### src/core/fts_pkg.sv
// Constants, state codes and timing for the fuser temperature supervisor.
// Assumes 12-bit thermistor codes on a 0 to 5 V scale and a 250 MHz clock.
package fts_pkg;

   // ==========================================================
   // Thermistor code points
   // ==========================================================
   // Seven belt temperatures as 12-bit codes of a 5 V scale.
   localparam int ADC_W = 12;
   localparam logic [11:0] CODE_40C = 12'h0f6; // About 0.30 V.
   localparam logic [11:0] CODE_100C = 12'h5aa; // About 1.77 V.
   localparam logic [11:0] CODE_150C = 12'ha7e; // About 3.28 V.
   localparam logic [11:0] CODE_170C = 12'hbb6; // About 3.66 V.
   localparam logic [11:0] CODE_180C = 12'hc30; // About 3.81 V.
   localparam logic [11:0] CODE_200C = 12'hce5; // About 4.03 V.
   localparam logic [11:0] CODE_250C = 12'hf00;
   localparam logic [11:0] CODE_OPEN = 12'h020;
   localparam logic [11:0] CODE_COIL_LIM = 12'he00;
   localparam logic [12:0] HYST = 13'h0010;

   // ==========================================================
   // Timing
   // ==========================================================
   localparam int CLK_NS = 4;
   localparam int SAMPLE_NS = 1000000;
   localparam int SAMPLE_CYC_DEF = SAMPLE_NS / CLK_NS;
   localparam int MS_PER_MIN_DEF = 60000;
   localparam int WARM_LIMIT_MS = 60000;
   localparam logic [7:0] SAVE_MIN_DEF = 8'h0f;
   localparam logic [7:0] OFF_MIN_DEF = 8'h3c;
   localparam int OFF_SEQ_NS = 100;
   localparam int OFF_SEQ_CYC = (OFF_SEQ_NS + CLK_NS - 1) / CLK_NS;

   // ==========================================================
   // Fault status counter values
   // ==========================================================
   localparam logic [4:0] CNT_ZERO = 5'h00;
   localparam logic [4:0] CNT_ONE = 5'h01;
   localparam logic [4:0] CNT_LOCK = 5'h02;
   localparam logic [4:0] CNT_HSC_FIRST = 5'h0a;
   localparam logic [4:0] CNT_HSC_LAST = 5'h11;
   localparam logic [4:0] CNT_MAX = 5'h1d;
   localparam logic [4:0] CNT_CORRUPT = 5'h1e;
   localparam logic [4:0] OVH_CNT_INIT = 5'h09;
   localparam logic [4:0] OVH_CNT_40 = 5'h13;
   localparam logic [4:0] OVH_CNT_100 = 5'h15;
   localparam logic [4:0] OVH_CNT_READY = 5'h17;
   localparam logic [4:0] OVH_CNT_PRINT = 5'h19;
   localparam logic [4:0] OVH_CNT_SAVE = 5'h1b;
   localparam logic [4:0] OVH_CNT_OFF = 5'h1d;

   typedef enum logic [3:0] {
      ST_INIT = 4'h0,
      ST_WARM = 4'h1,
      ST_READY = 4'h2,
      ST_PRINT = 4'h3,
      ST_SAVE = 4'h4,
      ST_SHUTOFF = 4'h5,
      ST_FAULT = 4'h6,
      ST_OVH_REC = 4'h7,
      ST_OVH_OUT = 4'h8,
      ST_OVH_PWR = 4'h9
   } fts_state_t;

endpackage : fts_pkg

### src/core/fts_chan_if.sv
// Flags of one thermistor channel passed to the supervisor.
// Assumes one channel module drives the flags and the supervisor the target.
`timescale 1ns/100ps
interface fts_chan_if;
   logic [11:0] tgt;
   logic broken;
   logic low;
   logic cold;
   logic hot;
   logic at_tgt;
   logic over;
   modport chan (input tgt, output broken, low, cold, hot, at_tgt, over);
   modport ctl (output tgt, input broken, low, cold, hot, at_tgt, over);
endinterface : fts_chan_if

### src/core/fts_therm_chan.sv
// One thermistor channel: synchroniser and threshold comparisons.
// Assumes raw_code comes from an ADC outside the ref_clk domain.
`timescale 1ns/100ps
module fts_therm_chan
   import fts_pkg::*;
#(
   parameter logic [11:0] OVER_CODE = CODE_250C
) (
   input wire logic ref_clk,
   input wire logic sys_rst,
   input wire logic [11:0] raw_code,
   fts_chan_if.chan cif
);

   logic [11:0] s1_q, s2_q;
   logic [5:0] flg_q, flg_d;
   logic [12:0] up_w, tgt_w;

   // ==========================================================
   // Comparisons
   // ==========================================================
   // Only the second synchroniser stage feeds the comparators.
   always_comb begin
      up_w = {1'b0, s2_q} + HYST;
      tgt_w = {1'b0, cif.tgt};
      flg_d[0] = s2_q < CODE_OPEN; // An open sensor reads cold.
      flg_d[1] = s2_q <= CODE_40C;
      flg_d[2] = up_w < tgt_w; // Band below target.
      flg_d[3] = {1'b0, s2_q} > tgt_w + HYST;
      flg_d[4] = s2_q >= cif.tgt;
      flg_d[5] = s2_q >= OVER_CODE;
   end

   always_ff @(posedge ref_clk) begin
      if (sys_rst) begin
         s1_q <= 12'h000;
         s2_q <= 12'h000;
         flg_q <= 6'h00;
      end else begin
         s1_q <= raw_code;
         s2_q <= s1_q;
         flg_q <= flg_d;
      end
   end

   assign cif.broken = flg_q[0];
   assign cif.low = flg_q[1];
   assign cif.cold = flg_q[2];
   assign cif.hot = flg_q[3];
   assign cif.at_tgt = flg_q[4];
   assign cif.over = flg_q[5];

endmodule : fts_therm_chan

### src/core/fts_supervisor.sv
// Fuser heater supervisor: regulation, idle modes, fault counter.
// Assumes nonvolatile storage answers nvm_rd_valid after reset and takes
// nvm_wr_en pulses; print and service inputs are on ref_clk.
`timescale 1ns/100ps
module fts_supervisor
   import fts_pkg::*;
#(
   parameter int SAMPLE_CYC = SAMPLE_CYC_DEF,
   parameter int MS_PER_MIN = MS_PER_MIN_DEF,
   parameter logic [7:0] OFF_MIN = OFF_MIN_DEF,
   parameter logic [11:0] COIL_LIMIT = CODE_COIL_LIM
) (
   input wire logic ref_clk,
   input wire logic sys_rst,
   input wire logic [11:0] main_code,
   input wire logic [11:0] sub_code,
   input wire logic [11:0] edge_code,
   input wire logic [11:0] coil_code,
   input wire logic [11:0] ready_target,
   input wire logic [7:0] save_idle_min,
   input wire logic [7:0] shutoff_idle_min,
   input wire logic print_req,
   input wire logic print_done,
   input wire logic nvm_rd_valid,
   input wire logic [4:0] nvm_rd_cnt,
   input wire logic hsc_repaired,
   input wire logic svc_clear_cnt,
   output logic induction_heater_coil,
   output logic ready,
   output logic printing,
   output logic save_mode,
   output logic shutoff_mode,
   output logic thermistor_low_fault,
   output logic thermistor_lockout_fault,
   output logic overheat_fault,
   output logic therm_broken,
   output logic nvm_corrupt,
   output logic nvm_wr_en,
   output logic [4:0] nvm_wr_cnt,
   output logic [4:0] fault_cnt,
   output logic outputs_off,
   output logic main_power_off
);

   // ==========================================================
   // Channels
   // ==========================================================
   fts_chan_if main_if ();
   fts_chan_if sub_if ();
   fts_chan_if edge_if ();
   fts_chan_if coil_if ();

   fts_state_t st_q, st_d;
   logic [11:0] tgt_w;

   // Power save regulates to the lower point, all else to the set target.
   assign tgt_w = (st_q == ST_SAVE) ? CODE_100C : ready_target;
   assign main_if.tgt = tgt_w;
   assign sub_if.tgt = tgt_w;
   assign edge_if.tgt = tgt_w;
   assign coil_if.tgt = COIL_LIMIT;

   fts_therm_chan #(.OVER_CODE(CODE_250C)) u_main (
      .ref_clk(ref_clk),
      .sys_rst(sys_rst),
      .raw_code(main_code),
      .cif(main_if)
   );
   fts_therm_chan #(.OVER_CODE(CODE_250C)) u_sub (
      .ref_clk(ref_clk),
      .sys_rst(sys_rst),
      .raw_code(sub_code),
      .cif(sub_if)
   );
   fts_therm_chan #(.OVER_CODE(CODE_250C)) u_edge (
      .ref_clk(ref_clk),
      .sys_rst(sys_rst),
      .raw_code(edge_code),
      .cif(edge_if)
   );
   fts_therm_chan #(.OVER_CODE(COIL_LIMIT)) u_coil (
      .ref_clk(ref_clk),
      .sys_rst(sys_rst),
      .raw_code(coil_code),
      .cif(coil_if)
   );

   // ==========================================================
   // Derived conditions
   // ==========================================================
   logic broken_any, ovh_any, cut_w, run_st, reg_st, ms_tick;
   logic [31:0] tick_q, tick_d, ms_q, ms_d, save_lim, off_lim;
   logic [7:0] save_min_w, off_min_w;

   assign broken_any = main_if.broken | sub_if.broken | edge_if.broken |
      coil_if.broken;
   // A hot coil is handled as an overheat so power is removed.
   assign ovh_any = main_if.over | sub_if.over | coil_if.over;
   // Edge zone cut-off ignores the paper-path reading.
   assign cut_w = edge_if.over | broken_any | coil_if.over;
   assign run_st = (st_q == ST_WARM) || (st_q == ST_READY) ||
      (st_q == ST_PRINT) || (st_q == ST_SAVE) || (st_q == ST_SHUTOFF);
   assign reg_st = run_st && (st_q != ST_SHUTOFF);

   // A zero setting selects the default idle time.
   assign save_min_w = (save_idle_min == 8'h00) ? SAVE_MIN_DEF : save_idle_min;
   assign off_min_w = (shutoff_idle_min == 8'h00) ? OFF_MIN : shutoff_idle_min;
   assign save_lim = 32'(save_min_w) * 32'(MS_PER_MIN);
   assign off_lim = 32'(off_min_w) * 32'(MS_PER_MIN);

   // ==========================================================
   // Sample tick and state timer
   // ==========================================================
   // One fixed sample period paces regulation and the warm-up and idle timers; the overheat power-off delay counts clocks.
   assign ms_tick = (tick_q == 32'(SAMPLE_CYC - 1));

   always_comb begin
      tick_d = ms_tick ? 32'h0000_0000 : tick_q + 32'h0000_0001;
   end

   always_ff @(posedge ref_clk) begin
      if (sys_rst) begin
         tick_q <= 32'h0000_0000;
      end else begin
         tick_q <= tick_d;
      end
   end

   // ==========================================================
   // Supervisor state machine
   // ==========================================================
   logic [4:0] cnt_q, cnt_d, wr_cnt_q, wr_cnt_d, ph_cnt;
   logic wr_en_q, wr_en_d, lowf_q, lowf_d, lock_q, lock_d;
   logic ovh_q, ovh_d, bad_q, bad_d, offs_q, offs_d, pwr_q, pwr_d;
   logic [7:0] seq_q, seq_d;

   // The counter stored on overheat names the phase it struck in.
   always_comb begin
      case (st_q)
         ST_WARM: ph_cnt = main_if.low ? OVH_CNT_40 : OVH_CNT_100;
         ST_READY: ph_cnt = OVH_CNT_READY;
         ST_PRINT: ph_cnt = OVH_CNT_PRINT;
         ST_SAVE: ph_cnt = OVH_CNT_SAVE;
         ST_SHUTOFF: ph_cnt = OVH_CNT_OFF;
         default: ph_cnt = OVH_CNT_INIT;
      endcase
   end

   always_comb begin
      st_d = st_q;
      cnt_d = cnt_q;
      ms_d = ms_tick ? ms_q + 32'h0000_0001 : ms_q;
      wr_en_d = 1'b0;
      wr_cnt_d = wr_cnt_q;
      lowf_d = lowf_q;
      lock_d = lock_q;
      ovh_d = ovh_q;
      bad_d = bad_q;
      offs_d = offs_q;
      pwr_d = pwr_q;
      seq_d = seq_q;
      case (st_q)
         // The stored counter decides start-up before the coil may heat.
         ST_INIT: begin
            ms_d = 32'h0000_0000;
            if (nvm_rd_valid) begin
               cnt_d = nvm_rd_cnt;
               if (ovh_any) begin
                  cnt_d = OVH_CNT_INIT; // Still hot at power-on.
                  st_d = ST_OVH_REC;
               end else if (nvm_rd_cnt >= CNT_CORRUPT) begin
                  bad_d = 1'b1; // Not a fault state: storage is suspect.
                  st_d = ST_FAULT;
               end else if (hsc_repaired && nvm_rd_cnt >= CNT_HSC_FIRST &&
                            nvm_rd_cnt <= CNT_HSC_LAST) begin
                  cnt_d = CNT_ZERO;
                  wr_en_d = 1'b1;
                  wr_cnt_d = CNT_ZERO;
                  st_d = ST_WARM;
               end else if (nvm_rd_cnt == CNT_LOCK) begin
                  lock_d = 1'b1; // Third attempt after two low faults.
                  st_d = ST_FAULT;
               end else if (nvm_rd_cnt > CNT_LOCK) begin
                  st_d = ST_FAULT;
               end else begin
                  st_d = ST_WARM;
               end
            end
         end
         ST_WARM: begin
            if (main_if.at_tgt && !sub_if.low) begin
               st_d = ST_READY;
               ms_d = 32'h0000_0000;
               if (cnt_q <= CNT_ONE) begin
                  cnt_d = CNT_ZERO;
                  wr_en_d = 1'b1;
                  wr_cnt_d = CNT_ZERO;
               end
            end else if (ms_q >= 32'(WARM_LIMIT_MS) &&
                         (main_if.low || sub_if.low)) begin
               cnt_d = cnt_q + CNT_ONE; // Counts toward lockout.
               wr_en_d = 1'b1;
               wr_cnt_d = cnt_q + CNT_ONE;
               lowf_d = 1'b1;
               st_d = ST_FAULT;
            end
         end
         ST_READY: begin
            if (print_req) begin
               st_d = ST_PRINT;
            end else if (ms_q >= save_lim) begin
               st_d = ST_SAVE;
               ms_d = 32'h0000_0000;
            end
         end
         ST_PRINT: begin
            if (print_done) begin
               st_d = ST_READY; // Idle time runs from print completion.
               ms_d = 32'h0000_0000;
            end
         end
         ST_SAVE: begin
            if (print_req) begin
               st_d = ST_WARM;
               ms_d = 32'h0000_0000;
            end else if (ms_q >= off_lim) begin
               st_d = ST_SHUTOFF;
            end
         end
         ST_SHUTOFF: begin
            if (print_req) begin
               st_d = ST_WARM;
               ms_d = 32'h0000_0000;
            end
         end
         ST_FAULT: begin
            if (svc_clear_cnt) begin
               lowf_d = 1'b0;
               lock_d = 1'b0;
               bad_d = 1'b0;
               st_d = ST_WARM;
               ms_d = 32'h0000_0000;
            end
         end
         // Record first, then drop outputs, then main power.
         ST_OVH_REC: begin
            wr_en_d = 1'b1;
            wr_cnt_d = cnt_q;
            ovh_d = 1'b1;
            seq_d = 8'h00;
            st_d = ST_OVH_OUT;
         end
         ST_OVH_OUT: begin
            offs_d = 1'b1;
            if (seq_q == 8'(OFF_SEQ_CYC - 1)) begin
               pwr_d = 1'b1;
               st_d = ST_OVH_PWR;
            end else begin
               seq_d = seq_q + 8'h01;
            end
         end
         // Powered off; only a power cycle leaves, and INIT rechecks heat.
         ST_OVH_PWR: begin
            st_d = ST_OVH_PWR;
         end
         default: st_d = ST_INIT;
      endcase
      // Service write of zero works in the running states and in fault, not in init or overheat.
      if (svc_clear_cnt && (run_st || st_q == ST_FAULT)) begin
         cnt_d = CNT_ZERO;
         wr_en_d = 1'b1;
         wr_cnt_d = CNT_ZERO;
      end
      // Overheat overrides every running phase.
      if (run_st && ovh_any) begin
         cnt_d = ph_cnt;
         st_d = ST_OVH_REC;
      end
   end

   always_ff @(posedge ref_clk) begin
      if (sys_rst) begin
         st_q <= ST_INIT;
         cnt_q <= CNT_ZERO;
         ms_q <= 32'h0000_0000;
         wr_en_q <= 1'b0;
         wr_cnt_q <= CNT_ZERO;
         lowf_q <= 1'b0;
         lock_q <= 1'b0;
         ovh_q <= 1'b0;
         bad_q <= 1'b0;
         offs_q <= 1'b0;
         pwr_q <= 1'b0;
         seq_q <= 8'h00;
      end else begin
         st_q <= st_d;
         cnt_q <= cnt_d;
         ms_q <= ms_d;
         wr_en_q <= wr_en_d;
         wr_cnt_q <= wr_cnt_d;
         lowf_q <= lowf_d;
         lock_q <= lock_d;
         ovh_q <= ovh_d;
         bad_q <= bad_d;
         offs_q <= offs_d;
         pwr_q <= pwr_d;
         seq_q <= seq_d;
      end
   end

   // ==========================================================
   // Coil regulation
   // ==========================================================
   logic heat_q, heat_d;

   // Hysteresis around the target, decided once per sample period, so
   // the coil enable cannot chatter; cut-offs act on every clock.
   always_comb begin
      heat_d = heat_q;
      if (!reg_st || cut_w || ovh_any) begin
         heat_d = 1'b0;
      end else if (ms_tick) begin
         if (main_if.cold) begin
            heat_d = 1'b1;
         end else if (main_if.hot) begin
            heat_d = 1'b0;
         end
      end
   end

   always_ff @(posedge ref_clk) begin
      if (sys_rst) begin
         heat_q <= 1'b0;
      end else begin
         heat_q <= heat_d;
      end
   end

   // ==========================================================
   // Outputs
   // ==========================================================
   assign induction_heater_coil = heat_q;
   assign ready = (st_q == ST_READY);
   assign printing = (st_q == ST_PRINT);
   assign save_mode = (st_q == ST_SAVE);
   assign shutoff_mode = (st_q == ST_SHUTOFF);
   assign thermistor_low_fault = lowf_q;
   assign thermistor_lockout_fault = lock_q;
   assign overheat_fault = ovh_q;
   assign therm_broken = broken_any;
   assign nvm_corrupt = bad_q;
   assign nvm_wr_en = wr_en_q;
   assign nvm_wr_cnt = wr_cnt_q;
   assign fault_cnt = cnt_q;
   assign outputs_off = offs_q;
   assign main_power_off = pwr_q;
endmodule : fts_supervisor

### config.mk
export PLATFORM = sky130hd
export DESIGN_NAME = fts_supervisor
export DESIGN_NICKNAME = d
export VERILOG_FILES = /design/src/core/fts_pkg.sv /design/src/core/fts_chan_if.sv /design/src/core/fts_therm_chan.sv /design/src/core/fts_supervisor.sv
export SDC_FILE = /design/constraint.sdc
export NUM_CORES = 1
export LEC_CHECK = 0
export BUFFER_PORTS_ARGS = -buffer_cell sky130_fd_sc_hd__buf_4
export CAP_MARGIN = 20
export CORE_MARGIN = 2
export CORE_UTILIZATION = 45
export DETAILED_ROUTE_END_ITERATION = 6
export HOLD_SLACK_MARGIN = 0.03
export SETUP_SLACK_MARGIN = 0.3
export SYNTH_ARGS = -nofsm -noshare
export SYNTH_HDL_FRONTEND = slang
export SYNTH_SLANG_ARGS = --single-unit
export TNS_END_PERCENT = 100
### constraint.sdc
create_clock -name ref_clk -period 19.43 [get_ports ref_clk]
set_input_delay 2.9145 -clock ref_clk [delete_from_list [all_inputs] [get_ports ref_clk]]
set_output_delay 2.9145 -clock ref_clk [all_outputs]
set_load 0.1 [all_outputs]
Yosys cells after proc, flatten, opt, wreduce, memory -nomap -nowiden

Cells that the tools add are included.

Register bits after elaboration: 213
Output and inout port bits: 23
Logic and storage cells: 232
Input bits: 88

Bitwise gates (word level): 7
Eq/ne operators: 42
Reductions and logical operators: 41
$add $sub $neg: 9
Multiply operators: 2
Magnitude comparators: 31
Multiplexer cells: 73

Operator list:

| operator                                                                      | count |
|---|---|
| 32-bit 2-to-1 mux                                                             | 7 |
| 32-bit one-hot mux with 6 select lines                                        | 1 |
| 12-bit by 5-bit adder with 13-bit output, second input constant               | 5 |
| 5-bit 2-to-1 mux                                                              | 13 |
| 32-bit by 1-bit adder with 32-bit output, second input constant               | 2 |
| 32-bit by 24-bit >= comparator with 1-bit output                              | 2 |
| 12-bit >= comparator, second input constant                                   | 4 |
| 12-bit by 8-bit <= comparator with 1-bit output, second input constant        | 4 |
| 12-bit by 6-bit less-than comparator with 1-bit output, second input constant | 4 |
| 4-bit 2-to-1 mux                                                              | 11 |
| 4-bit one-hot mux with 10 select lines                                        | 1 |
| 12-bit by 13-bit greater-than comparator with 1-bit output                    | 3 |
| 13-bit by 12-bit less-than comparator with 1-bit output                       | 3 |
| 8-bit by 11-bit multiplier with 19-bit output, second input constant          | 2 |
| 12-bit >= comparator                                                          | 3 |
| 32-bit by 18-bit equality test with 1-bit output, second input constant       | 1 |
| 32-bit by 16-bit >= comparator with 1-bit output, second input constant       | 1 |
| 2-bit != test, second input constant                                          | 13 |
| 5-bit one-hot mux with 5 select lines                                         | 1 |
| 8-bit 2-to-1 mux                                                              | 3 |
| 1-bit 2-to-1 mux                                                              | 21 |
| 3-bit 2-to-1 mux                                                              | 7 |
| 3-bit by 2-bit != test with 1-bit output, second input constant               | 6 |
| 4-bit by 3-bit equality test with 1-bit output, second input constant         | 4 |
| 44 further kinds                                                              | 83 |

Depth between registers and ports, before layout

Gate-level depths: netlist of run 1.

Word-level depth: 10
Gate-level depth with buffers: 27
Mapped depth without buffers: 27

Cells and area by module

A second synthesis of run 1 with hierarchy kept.

Cells, all modules: 1906
Area total of the unflattened synthesis: 16259.3 µm²

By module, submodules not included:

| module                      | area an instance (µm²) | instances | cells an instance |
|---|---|---|---|
| fts_supervisor              | 9381.5                 | 1         | 1171 |
| fts_therm_chan (u_edge ...) | 1720.4                 | 2         | 184 |
| fts_therm_chan (u_sub)      | 1726.7                 | 1         | 188 |
| fts_therm_chan (u_coil)     | 1710.4                 | 1         | 179 |

Least setup slack after synthesis of run 1

OpenSTA, ideal clock, no wires.

Kind: input-to-reg
Start point: input port save_idle_min[2]
End point: register st_q[0]
Arrival time: 8190 ps
Setup slack: 11120 ps
Cell stages on the path: 24
Setup time: 121 ps
Path through: inv_1 > ha_1 > nand4_1 > nand2_1 > inv_1 > ha_1 > ha_1 > or2_2 > fa_1 > ha_1 > ha_1 > a21o_1 > a21oi_1 > a21boi_0 > o21ai_0 > a311oi_1 > xor2_1 > ha_1 > nand4_1 > nor3_1 > a2111oi_0 > o2111ai_1 > o21bai_1 > mux2_2

Longest elaborated chain between the ends: 6

Ends and longest elaborated chain:

| item                                                   | RTL line              | text |
|---|---|---|
| from (decl)                                            | fts_supervisor.sv:20  | `input wire logic [7:0] save_idle_min,` |
| 8-bit logical NOT                                      | fts_supervisor.sv:106 | `assign save_min_w = (save_idle_min == 8'h00) ? SAVE_MIN_DEF : save_idle_min;` |
| 8-bit 2-to-1 mux (*)                                   | fts_supervisor.sv:106 |  |
| 8-bit by 11-bit multiplier with 19-bit output (*)      | fts_supervisor.sv:108 | `assign save_lim = 32'(save_min_w) * 32'(MS_PER_MIN);` |
| 32-bit by 24-bit >= comparator with 1-bit output (*)   | fts_supervisor.sv:211 | `end else if (ms_q >= save_lim) begin` |
| 4-bit by 2-bit != test with 1-bit output (no line) (*) | n/a                   |  |
| 8-bit AND reduction (no line) (*)                      | n/a                   |  |
| to (signal assigned)                                   | fts_supervisor.sv:296 | `st_q <= st_d;` |
| to (decl)                                              | fts_supervisor.sv:53  | `fts_state_t st_q, st_d;` |

Every way passes the cells marked *; elsewhere a longest branch is shown, timed or not.
A chain may end at the register's enable or synchronous reset.

Worst setup path after layout of run 1

Start point: input port save_idle_min[6]
End point: register ms_q[19]

Longest elaborated chain between the ends: 7

Ends and longest elaborated chain:

| item                                                 | RTL line              | text |
|---|---|---|
| 8-bit logical NOT                                    | fts_supervisor.sv:106 |  |
| 8-bit 2-to-1 mux (*)                                 | fts_supervisor.sv:106 |  |
| 8-bit by 11-bit multiplier with 19-bit output (*)    | fts_supervisor.sv:108 |  |
| 32-bit by 24-bit >= comparator with 1-bit output (*) | fts_supervisor.sv:211 |  |
| 32-bit 2-to-1 mux (*)                                | fts_supervisor.sv:211 |  |
| 32-bit 2-to-1 mux (*)                                | fts_supervisor.sv:209 | `if (print_req) begin` |
| 32-bit one-hot mux with 6 select lines (*)           | fts_supervisor.sv:162 | `case (st_q)` |
| to (signal assigned)                                 | fts_supervisor.sv:298 | `ms_q <= ms_d;` |
| to (decl)                                            | fts_supervisor.sv:92  | `logic [31:0] tick_q, tick_d, ms_q, ms_d, save_lim, off_lim;` |

Marks and branches as above.

==> results of run 1 <==
[layer usage]
metal | up-vias | GRT usage
met4 | 0 | 0.0542
met1 | 4704 | 0.261
met5 | - | 0
li1 | 5179 | -
met3 | 28 | 0.0268
met2 | 162 | 0.333
[layout by cell type, fill, tap and decap left out, drive strengths merged, types with 4 or more instances in the layout]
cell type	count
nor2b	88
mux2i	6
xnor2	47
o21a	11
nor3b	7
ha	176
xor2	60
or2	8
a21oi	65
nor2	162
or4	10
a31oi	9
and4	9
o31a	4
nand3	41
clkinv	7
fa	43
inv	139
o31ai	4
and2	5
o21ai	53
nand2	85
clkbuf	17
o22ai	5
buf	102
a21o	14
nand2b	11
nand4	42
nor4	20
nor3	32
and3	24
or3	16
nor4b	4
dfxtp	183
a211oi	10
[cell usage after synthesis, types with 6 or more instances]
cell type / number
fa_1: 43
mux2i_1: 6
nor2b_1: 88
nand3_1: 41
o21a_1: 11
and3_1: 24
ha_1: 176
xnor2_1: 47
nand2b_1: 11
xor2_1: 60
nor3b_1: 6
and4_1: 9
a21o_1: 14
nand4_1: 42
a211oi_1: 10
a21oi_1: 65
nor4_1: 20
nand2_1: 85
or2_2: 8
a31oi_1: 9
nor3_1: 31
or3_1: 16
nor2_1: 162
o21ai_0: 52
dfxtp_1: 183
or4_1: 10
inv_1: 130
clkbuf_1: 31
[worst max path at each step]
stage	startpoint	endpoint	slack [ps]	cells after the start
after global placement	save_idle_min[6]	ms_q[9]$_SDFF_PP0_	9900	25
after detailed placement	save_idle_min[6]	ms_q[19]$_SDFF_PP0_	9820	25
after floorplan	save_idle_min[2]	st_q[0]$_SDFFE_PP0P_	11120	24
after CTS	save_idle_min[6]	ms_q[19]$_SDFF_PP0_	10240	25
after global routing	save_idle_min[6]	ms_q[8]$_SDFF_PP0_	9690	25
final	save_idle_min[6]	ms_q[19]$_SDFF_PP0_	10170	24
[final cells by class]
cell class	instances	area, sq um
fill	2700	13300
multi-input combinational	1105	8250
sequential	183	3660
timing repair buffer	102	766
inverter	131	492
tap	378	473
clock buffer	17	425
clock inverter	15	218
[metrics by stage]
step / hold slack [ps] / cell area, sq um / power [mW] / utilization / setup WS [ps]
6_report: 439 / 14300 / 1.40 / 0.517 / 10170
5_1_grt: 456 / 14300 / 1.52 / 0.517 / 9690
4_1_cts: 440 / 14300 / 1.42 / 0.517 / 10240
3_5_place_dp: 421 / 13600 / 1.05 / 0.494 / 9820
3_3_place_gp: 417 / 13600 / 1.04 / 0.494 / 9900
2_1_floorplan: 413 / 12600 / 0.913 / - / 11120
[report_power, final]
part / total (mW) / internal, mW / switching [mW]
Sequential: 0.420 / 0.393 / 0.0267
Clock: 0.364 / 0.181 / 0.183
Combinational: 0.620 / 0.245 / 0.375
Total: 1.40 / 0.819 / 0.585
[flip-flops by register name, indices dropped and copies added, names as in the netlist, 6 cells and up]
register      count
ms_q             32
seq_q             8
tick_q           32
u_coil.s1_q       7
u_coil.s2_q       7
u_edge.s1_q       7
u_edge.s2_q       7
u_main.flg_q      6
u_main.s1_q      12
u_main.s2_q      12
u_sub.s1_q       12
u_sub.s2_q       12
[cell families (layout without fill, tap and decap cells)]
group | after synthesis | after routing
compound gates | 201 | 201
xor+xnor | 107 | 107
fa+ha+maj | 219 | 219
buf+inv | 166 | 265
flops | 183 | 183
mux | 9 | 9
simple gates | 569 | 569
==> reports/results.tsv, run 1 <==
stage	metric	value	unit
place	IO Port Bufs	100	
place	GP Congestion	0.837	
setup_path	R2R setup slack	15060	ps
setup_path	CP max FO	32	
route	vias after detailed routing	10100	
grt	initial antenna violation count	0	
place	Post-DP HPWL	21800	um
grt	GR Util All Layers	0.196	
setup_path	reg2reg start	st_q[2]$_SDFFE_PP0P_	
synthesis	Warnings, synthesis	0	
setup_path	Critical-path top delay cell	a41o_2	
min_path	Worst Hold End	u_coil.s2_q[10]$_SDFF_PP0_	
sta	fin crit share	0.477	
clocking	Post-CTS Setup Bufs	0	
setup_path	CP Buf/Inv Count	2	
synthesis	Synth cell types	59	
sta	max_slew headroom	0.336	
sta	final setup fails	0	
sta	Fin. Hold Viols	0	
setup_path	Worst setup SP type	input port	
clocking	worst-skew pair later-pin latency	440	ps
sta	crit path time final	9260	ps
route	First-pass DRT Iterations	5	
cells_and_area	# diodes	0	
synthesis	Yosys top cell area share	0.292	
synthesis	Synth area leaders	dfxtp_1, ha_1, fa_1	
route	mean number of vias per cell	5.22	
synthesis	post-synthesis register bit count	183	
route	DR iter-0 viols	520	
clocking	PostCTS Resize Cnt	0	
synthesis	mux contribution to synthesized area	0.00747	
cells_and_area	fin nets	1847	
grt	grt ovf	0	
setup_path	Most Frequent Cell on Critical Path	ha_1	
power	VDD IR max	0.0745	mV
die	Cell Rows	61	
synthesis	main combinational cell family by area after synthesis	adder cells	
route	drc violations	0	
synthesis	Mapped Area	12600	sq um
clocking	deepest clock path buffer count	2	
synthesis	syn nets	1761	
setup_path	worst reg2reg path depth	14	
setup_path	crit-path cells	buf_4, inv_1, ha_1, nand4_1, nand2_1, ha_1, ha_1, or2_2, fa_1, ha_1, ha_1, a21o_1, a21oi_1, a21boi_0, o21ai_0, a311oi_1, xor2_1, ha_1, nand4_1, nor3_1, or4b_1, o2111ai_1, a41o_2, nor2_1	
synthesis	ys flop type	dfxtp_1	
sta	setup TNS	0	ps
sta	Setup Skew	12.4	ps
setup_path	CP Capture Type	register	
cells_and_area	area grow syn2layout	13.7	%
run_status	status	complete, no violations	
die	Die Wd	171	um
die	Top-Level Pins	111	
setup_path	delay-heaviest family, CP	compound AO/OA/AOI/OAI gates	
route	antenna viol nets, final	0	
min_path	Hold Path Class	register to register	
route	routed len/inst	14.3	um
sta	Final Max Tran Viols	0	
die	Die Y	171	um
clocking	# clock sinks	183	
die	Die ar.	29300	sq um
clocking	# H-tree levels	4	
sta	Max Freq	108	MHz
cells_and_area	fraction of layout cells with a size suffix above 1	0.0953	
grt	largest net degree at the start of global routing	97	
synthesis	sequential fraction of the synthesis area	0.292	
route	WL final	27600	um
setup_path	Crit path largest cell delay	640	ps
grt	first-pass GRT wire length	46800	um
setup_path	Reg-to-Reg End	u_main.flg_q[3]$_SDFF_PP0_	
route	top layer in use	met4	
sta	actual slew at the worst max-slew pin	988	ps
synthesis	cell accounting for the most synthesized area	dfxtp_1	
sta	unrepaired setup endpoints after global routing	no	
synthesis	Post-synth ARST share	0	
die	Core Area	27600	sq um
flow_run	MaxCap Viol Count	0	
power	PwrDens	98.3	nW/um^2
setup_path	Crit Path Class	input port to register	
route	WL met1	13100	um
clocking	CTS buffer count	17	
synthesis	Synth Area in Compound Gates	0.0980	
clocking	CTS tree	done	
synthesis	area share of fa/ha/maj cells after synthesis	0.244	
synthesis	Syn Area/Cell	8.64	sq um
power	Leakage	6.46	nW
synthesis	Synth Area in Simple Gates	0.233	
setup_path	Critical Path AT	9550	ps
route	met3 wire length	878	um
clocking	Worst-path clk slew	90	ps
clocking	CTS Hold Buffers Added	0	
route	WL met2	13100	um
synthesis	Post-Synthesis Cells	1454	
die	initial core utilization	0.455	
grt	vias in the first global route	9705	
setup_path	Required @ worst endpoint	19720	ps
cells_and_area	Cell Count, Final, Fillers Out	1931	
place	DP Cell Count	1899	
min_path	Worst Hold Depth	1	
min_path	hold wc startpoint	u_coil.s1_q[10]$_SDFF_PP0_	
synthesis	xor/xnor share of the synthesized area	0.0746	
clocking	clock root buffer	clkbuf_16	
synthesis	Post-synth EDFFs	0	
Power figures use the tool's default switching activity.
==> run 2: changes to the inputs <==
Settings changed: PLACE_DENSITY set to 0.65.
Clock period 19.43 ns to 7.7 ns, I/O delays scaled along.
==> reports/results.tsv, run 2 (synthesis gave the netlist of run 1 again) <==
stage	metric	value	unit
run_status	status	complete, no violations	
clocking	worst-skew pair later-pin latency	440	ps
grt	initial antenna violation count	0	
setup_path	CP max FO	6	
clocking	clock root buffer	clkbuf_16	
sta	Setup Skew	14.8	ps
route	drc violations	0	
route	antenna viol nets, final	0	
sta	max_slew headroom	0.346	
clocking	Worst-path clk slew	80	ps
route	routed len/inst	14.0	um
flow_run	MaxCap Viol Count	0	
min_path	Worst Hold End	u_sub.s2_q[0]$_SDFF_PP0_	
place	Post-DP HPWL	21300	um
power	power after layout	3.49	mW
sta	Final Max Tran Viols	0	
sta	unrepaired setup endpoints after global routing	no	
setup_path	reg2reg start	st_q[2]$_SDFFE_PP0P_	
sta	fin crit share	0.903	
grt	largest net degree at the start of global routing	75	
setup_path	worst reg2reg path depth	14	
min_path	Worst Hold Depth	1	
die	Die Wd	171	um
die	Top-Level Pins	111	
setup_path	Crit Path Class	input port to register	
setup_path	R2R setup slack	3220	ps
cells_and_area	commonest non-fill, non-tap cell in the layout	dfxtp_1	
die	Cell Rows	61	
cells_and_area	commonest non-fill, non-tap cells in the layout	dfxtp_1, ha_1, nor2_1, inv_1, buf_4	
route	First-pass DRT Iterations	5	
power	PwrDens	245	nW/um^2
cells_and_area	# diodes	0	
die	initial core utilization	0.455	
setup_path	Worst setup SP type	input port	
sta	Fin. Hold Viols	0	
cells_and_area	fraction of layout cells with a size suffix above 1	0.0983	
power	Leakage	6.44	nW
sta	fin worst setup slack	745	ps
clocking	# clock sinks	183	
cells_and_area	fin nets	1850	
min_path	Hold Path Class	register to register	
die	Core Area	27600	sq um
power	VDD IR max	0.141	mV
setup_path	Critical Path AT	7270	ps
die	Die Y	171	um
setup_path	Reg-to-Reg End	u_main.flg_q[3]$_SDFF_PP0_	
place	GP Congestion	0.877	
sta	Max Freq	144	MHz
clocking	# H-tree levels	4	
die	Die ar.	29300	sq um
setup_path	Most Frequent Cell on Critical Path	ha_1	
cells_and_area	biggest regs	ms_q (32), tick_q (32)	
route	mean number of vias per cell	5.19	
setup_path	Critical-path top delay cell	fa_1	
grt	first-pass GRT wire length	45800	um
place	IO Port Bufs	100	
setup_path	CP Capture Type	register	
cells_and_area	area grow syn2layout	13.6	%
sta	actual slew at the worst max-slew pin	972	ps
grt	grt ovf	0	
grt	vias in the first global route	9629	
sta	crit path time final	6950	ps
clocking	deepest clock path buffer count	2	
place	DP Worst Slack	199	ps
route	DR iter-0 viols	515	
min_path	hold wc startpoint	u_sub.s1_q[0]$_SDFF_PP0_	
sta	setup TNS	0	ps
setup_path	Crit path largest cell delay	550	ps
grt	GR Util All Layers	0.191	
route	WL final	27000	um
clocking	CTS buffer count	17	
setup_path	Required @ worst endpoint	8020	ps
clocking	CTS tree	done	
sta	final setup fails	0	
route	vias after detailed routing	10000	
## run 2: per-layer routing
metal,share of wire,global-route usage,vias to the layer above
li1,-,-,5168
met1,0.46,0.247,4663
met2,0.48,0.326,177
met3,0.039,0.0354,34
met4,0.016,0.0523,0
met5,0,0,-
## run 2: power breakdown
group	internal [mW]	total, mW	switching [mW]
Sequential	0.993	1.06	0.0644
Combinational	0.629	1.58	0.952
Clock	0.439	0.852	0.413
## run 2: layout make-up
| cell class | count | area [sq um] |
|---|---|---|
| Multi-Input combinational cell | 1105 | 8260 |
| Timing Repair Buffer | 105 | 801 |
| Clock inverter | 13 | 135 |
| Fill cell | 2621 | 13400 |
| Sequential cell | 183 | 3660 |
| Tap cell | 378 | 473 |
| Clock buffer | 19 | 443 |
| Inverter | 131 | 492 |
## run 2: what timing repair did
| item | 4_1_cts | 5_1_grt |
|---|---|---|
| gates resized for setup | 0 | 6 |
| buffers inserted | 0 | 1 |
| endpoints found under the setup margin | 0 | 35 |
| hold buffers | 0 | 0 |
## run 2: per-stage QoR
stage	hold slack [ps]	utilization	cell area, sq um	instances
3_3_place_gp	415	0.495	13700	1901
5_1_grt	447	0.516	14300	1934
2_1_floorplan	413	-	12600	1454
4_1_cts	426	0.516	14200	1933
6_report	430	0.516	14300	1934
3_5_place_dp	420	0.495	13700	1901
## run 2: critical path, delay by kind of cell
kind / cells / cell delay, ps
compound gates: 7 / 1920
buf+inv: 4 / 420
simple gates: 7 / 1210
mux: 1 / 300
fa+ha+maj: 6 / 2130
xor+xnor: 1 / 160
## run 2: how the worst max path moves through the flow
stage / start / to / slack (ps)
2_1_floorplan: save_idle_min[2] / st_q[0]$_SDFFE_PP0P_ / 1150
3_3_place_gp: save_idle_min[6] / st_q[1]$_SDFFE_PP0P_ / 310
3_5_place_dp: shutoff_idle_min[6] / st_q[1]$_SDFFE_PP0P_ / 200
4_1_cts: shutoff_idle_min[6] / st_q[1]$_SDFFE_PP0P_ / 630
5_1_grt: shutoff_idle_min[6] / st_q[1]$_SDFFE_PP0P_ / 310
6_report: shutoff_idle_min[6] / st_q[1]$_SDFFE_PP0P_ / 750
==> run 3: changes to the inputs <==
Settings changed: CORE_ASPECT_RATIO set to 0.9, REMOVE_ABC_BUFFERS set to 1.
==> reports/results.tsv, run 3 (synthesis gave the netlist of run 1 again) <==
stage	metric	value	unit
cells_and_area	area grow syn2layout	13.9	%
setup_path	Crit path largest cell delay	480	ps
sta	fin crit share	0.901	
die	Cell Rows	58	
power	Leakage	6.47	nW
flow_run	MaxCap Viol Count	0	
sta	Setup Skew	23.6	ps
setup_path	Required @ worst endpoint	8010	ps
clocking	Worst-path clk slew	90	ps
die	Die Y	162	um
sta	actual slew at the worst max-slew pin	1030	ps
clocking	worst-skew pair later-pin latency	430	ps
cells_and_area	fraction of layout cells with a size suffix above 1	0.0996	
place	IO Port Bufs	100	
sta	Final Max Tran Viols	0	
grt	vias in the first global route	9908	
setup_path	delay-heaviest family, CP	adder cells	
die	Top-Level Pins	111	
sta	Fin. Hold Viols	0	
route	DR iter-0 viols	590	
cells_and_area	biggest regs	ms_q (32), tick_q (32)	
sta	final setup fails	0	
route	First-pass DRT Iterations	5	
sta	max_slew headroom	0.305	
setup_path	worst reg2reg path depth	14	
grt	grt ovf	0	
setup_path	Reg-to-Reg End	u_main.flg_q[3]$_SDFF_PP0_	
route	WL final	27000	um
cells_and_area	fin nets	1851	
clocking	deepest clock path buffer count	2	
die	initial core utilization	0.453	
grt	largest net degree at the start of global routing	56	
place	Placed Area	13700	sq um
clocking	CTS Hold Buffers Added	0	
place	GP Congestion	0.838	
clocking	CTS buffer count	17	
place	DP Worst Slack	149	ps
clocking	clock root buffer	clkbuf_16	
sta	Max Freq	144	MHz
grt	GR Util All Layers	0.190	
min_path	Hold Path Class	register to register	
setup_path	CP Capture Type	register	
sta	crit path time final	6940	ps
sta	unrepaired setup endpoints after global routing	no	
setup_path	CP Buf/Inv Count	4	
route	vias after detailed routing	10100	
setup_path	R2R setup slack	3230	ps
power	PwrDens	247	nW/um^2
setup_path	Critical Path AT	7250	ps
cells_and_area	commonest non-fill, non-tap cell in the layout	dfxtp_1	
die	Die Wd	180	um
clocking	CTS tree	done	
die	Core Area	27700	sq um
run_status	status	complete, no violations	
grt	first-pass GRT wire length	46600	um
setup_path	Crit Path Class	input port to register	
sta	setup TNS	0	ps
setup_path	Worst path depth	26	
die	Die ar.	29300	sq um
setup_path	CP max FO	32	
cells_and_area	commonest non-fill, non-tap cells in the layout	dfxtp_1, ha_1, nor2_1, inv_1, buf_4	
setup_path	Most Frequent Cell on Critical Path	ha_1	
place	Post-DP HPWL	21300	um
clocking	# clock sinks	183	
setup_path	reg2reg start	st_q[2]$_SDFFE_PP0P_	
route	antenna viol nets, final	0	
route	drc violations	0	
setup_path	Worst setup SP type	input port	
setup_path	Critical-path top delay cell	or4b_1	
power	VDD IR max	0.218	mV
grt	initial antenna violation count	1	
clocking	# H-tree levels	4	
sta	fin worst setup slack	759	ps
setup_path	Critical Path Sink	ms_q[12]$_SDFF_PP0_	
cells_and_area	final instance area	14300	sq um
route	routed len/inst	14.1	um
setup_path	Worst setup startpoint	save_idle_min[6]	
route	mean number of vias per cell	5.29	
-- run 3: area by class of cell --
cell class,count,area [sq um]
inverters,131,492
repair buffers,106,808
clock inverters,15,196
flip-flops and latches,183,3660
well taps,360,450
clock buffers,17,425
fillers,2592,13400
diodes,1,2.50
multi-input cells,1105,8260
-- run 3: metrics by stage --
step	hold WS (ps)	instances	power, mW	util
floorplan	413	1419	2.27	-
finish	431	1918	3.53	0.516
CTS	429	1917	3.56	0.515
detailed placement	420	1885	2.65	0.493
global route	446	1917	3.82	0.516
global placement	416	1885	2.62	0.493
-- run 3: repair_timing --
action                                  CTS  global route
endpoints found under the setup margin    0            35
buffers inserted                          0             0
gates resized for setup                   0             6
-- run 3: worst min path at each step --
stage	endpoint	cells after the start	from	slack (ps)
2_1_floorplan	tick_q[0]$_SDFF_PP0_	1	tick_q[0]$_SDFF_PP0_	410
3_3_place_gp	u_main.s2_q[8]$_SDFF_PP0_	1	u_main.s1_q[8]$_SDFF_PP0_	420
3_5_place_dp	u_main.s2_q[8]$_SDFF_PP0_	1	u_main.s1_q[8]$_SDFF_PP0_	420
4_1_cts	u_main.s2_q[5]$_SDFF_PP0_	1	u_main.s1_q[5]$_SDFF_PP0_	430
5_1_grt	u_main.s2_q[5]$_SDFF_PP0_	1	u_main.s1_q[5]$_SDFF_PP0_	450
6_report	u_main.s2_q[5]$_SDFF_PP0_	1	u_main.s1_q[5]$_SDFF_PP0_	430
-- run 3: power breakdown --
part / internal (mW) / switching [mW] / total [mW]
Clock: 0.447 / 0.444 / 0.891
Combinational: 0.632 / 0.956 / 1.59
Sequential: 0.993 / 0.0628 / 1.06
-- run 3: layer usage --
layer | up-vias | share of wire | track usage
li1 | 5182 | - | -
met1 | 4706 | 0.47 | 0.246
met2 | 224 | 0.46 | 0.321
met3 | 25 | 0.058 | 0.0436
met4 | 0 | 0.011 | 0.0444
met5 | - | 0 | 0
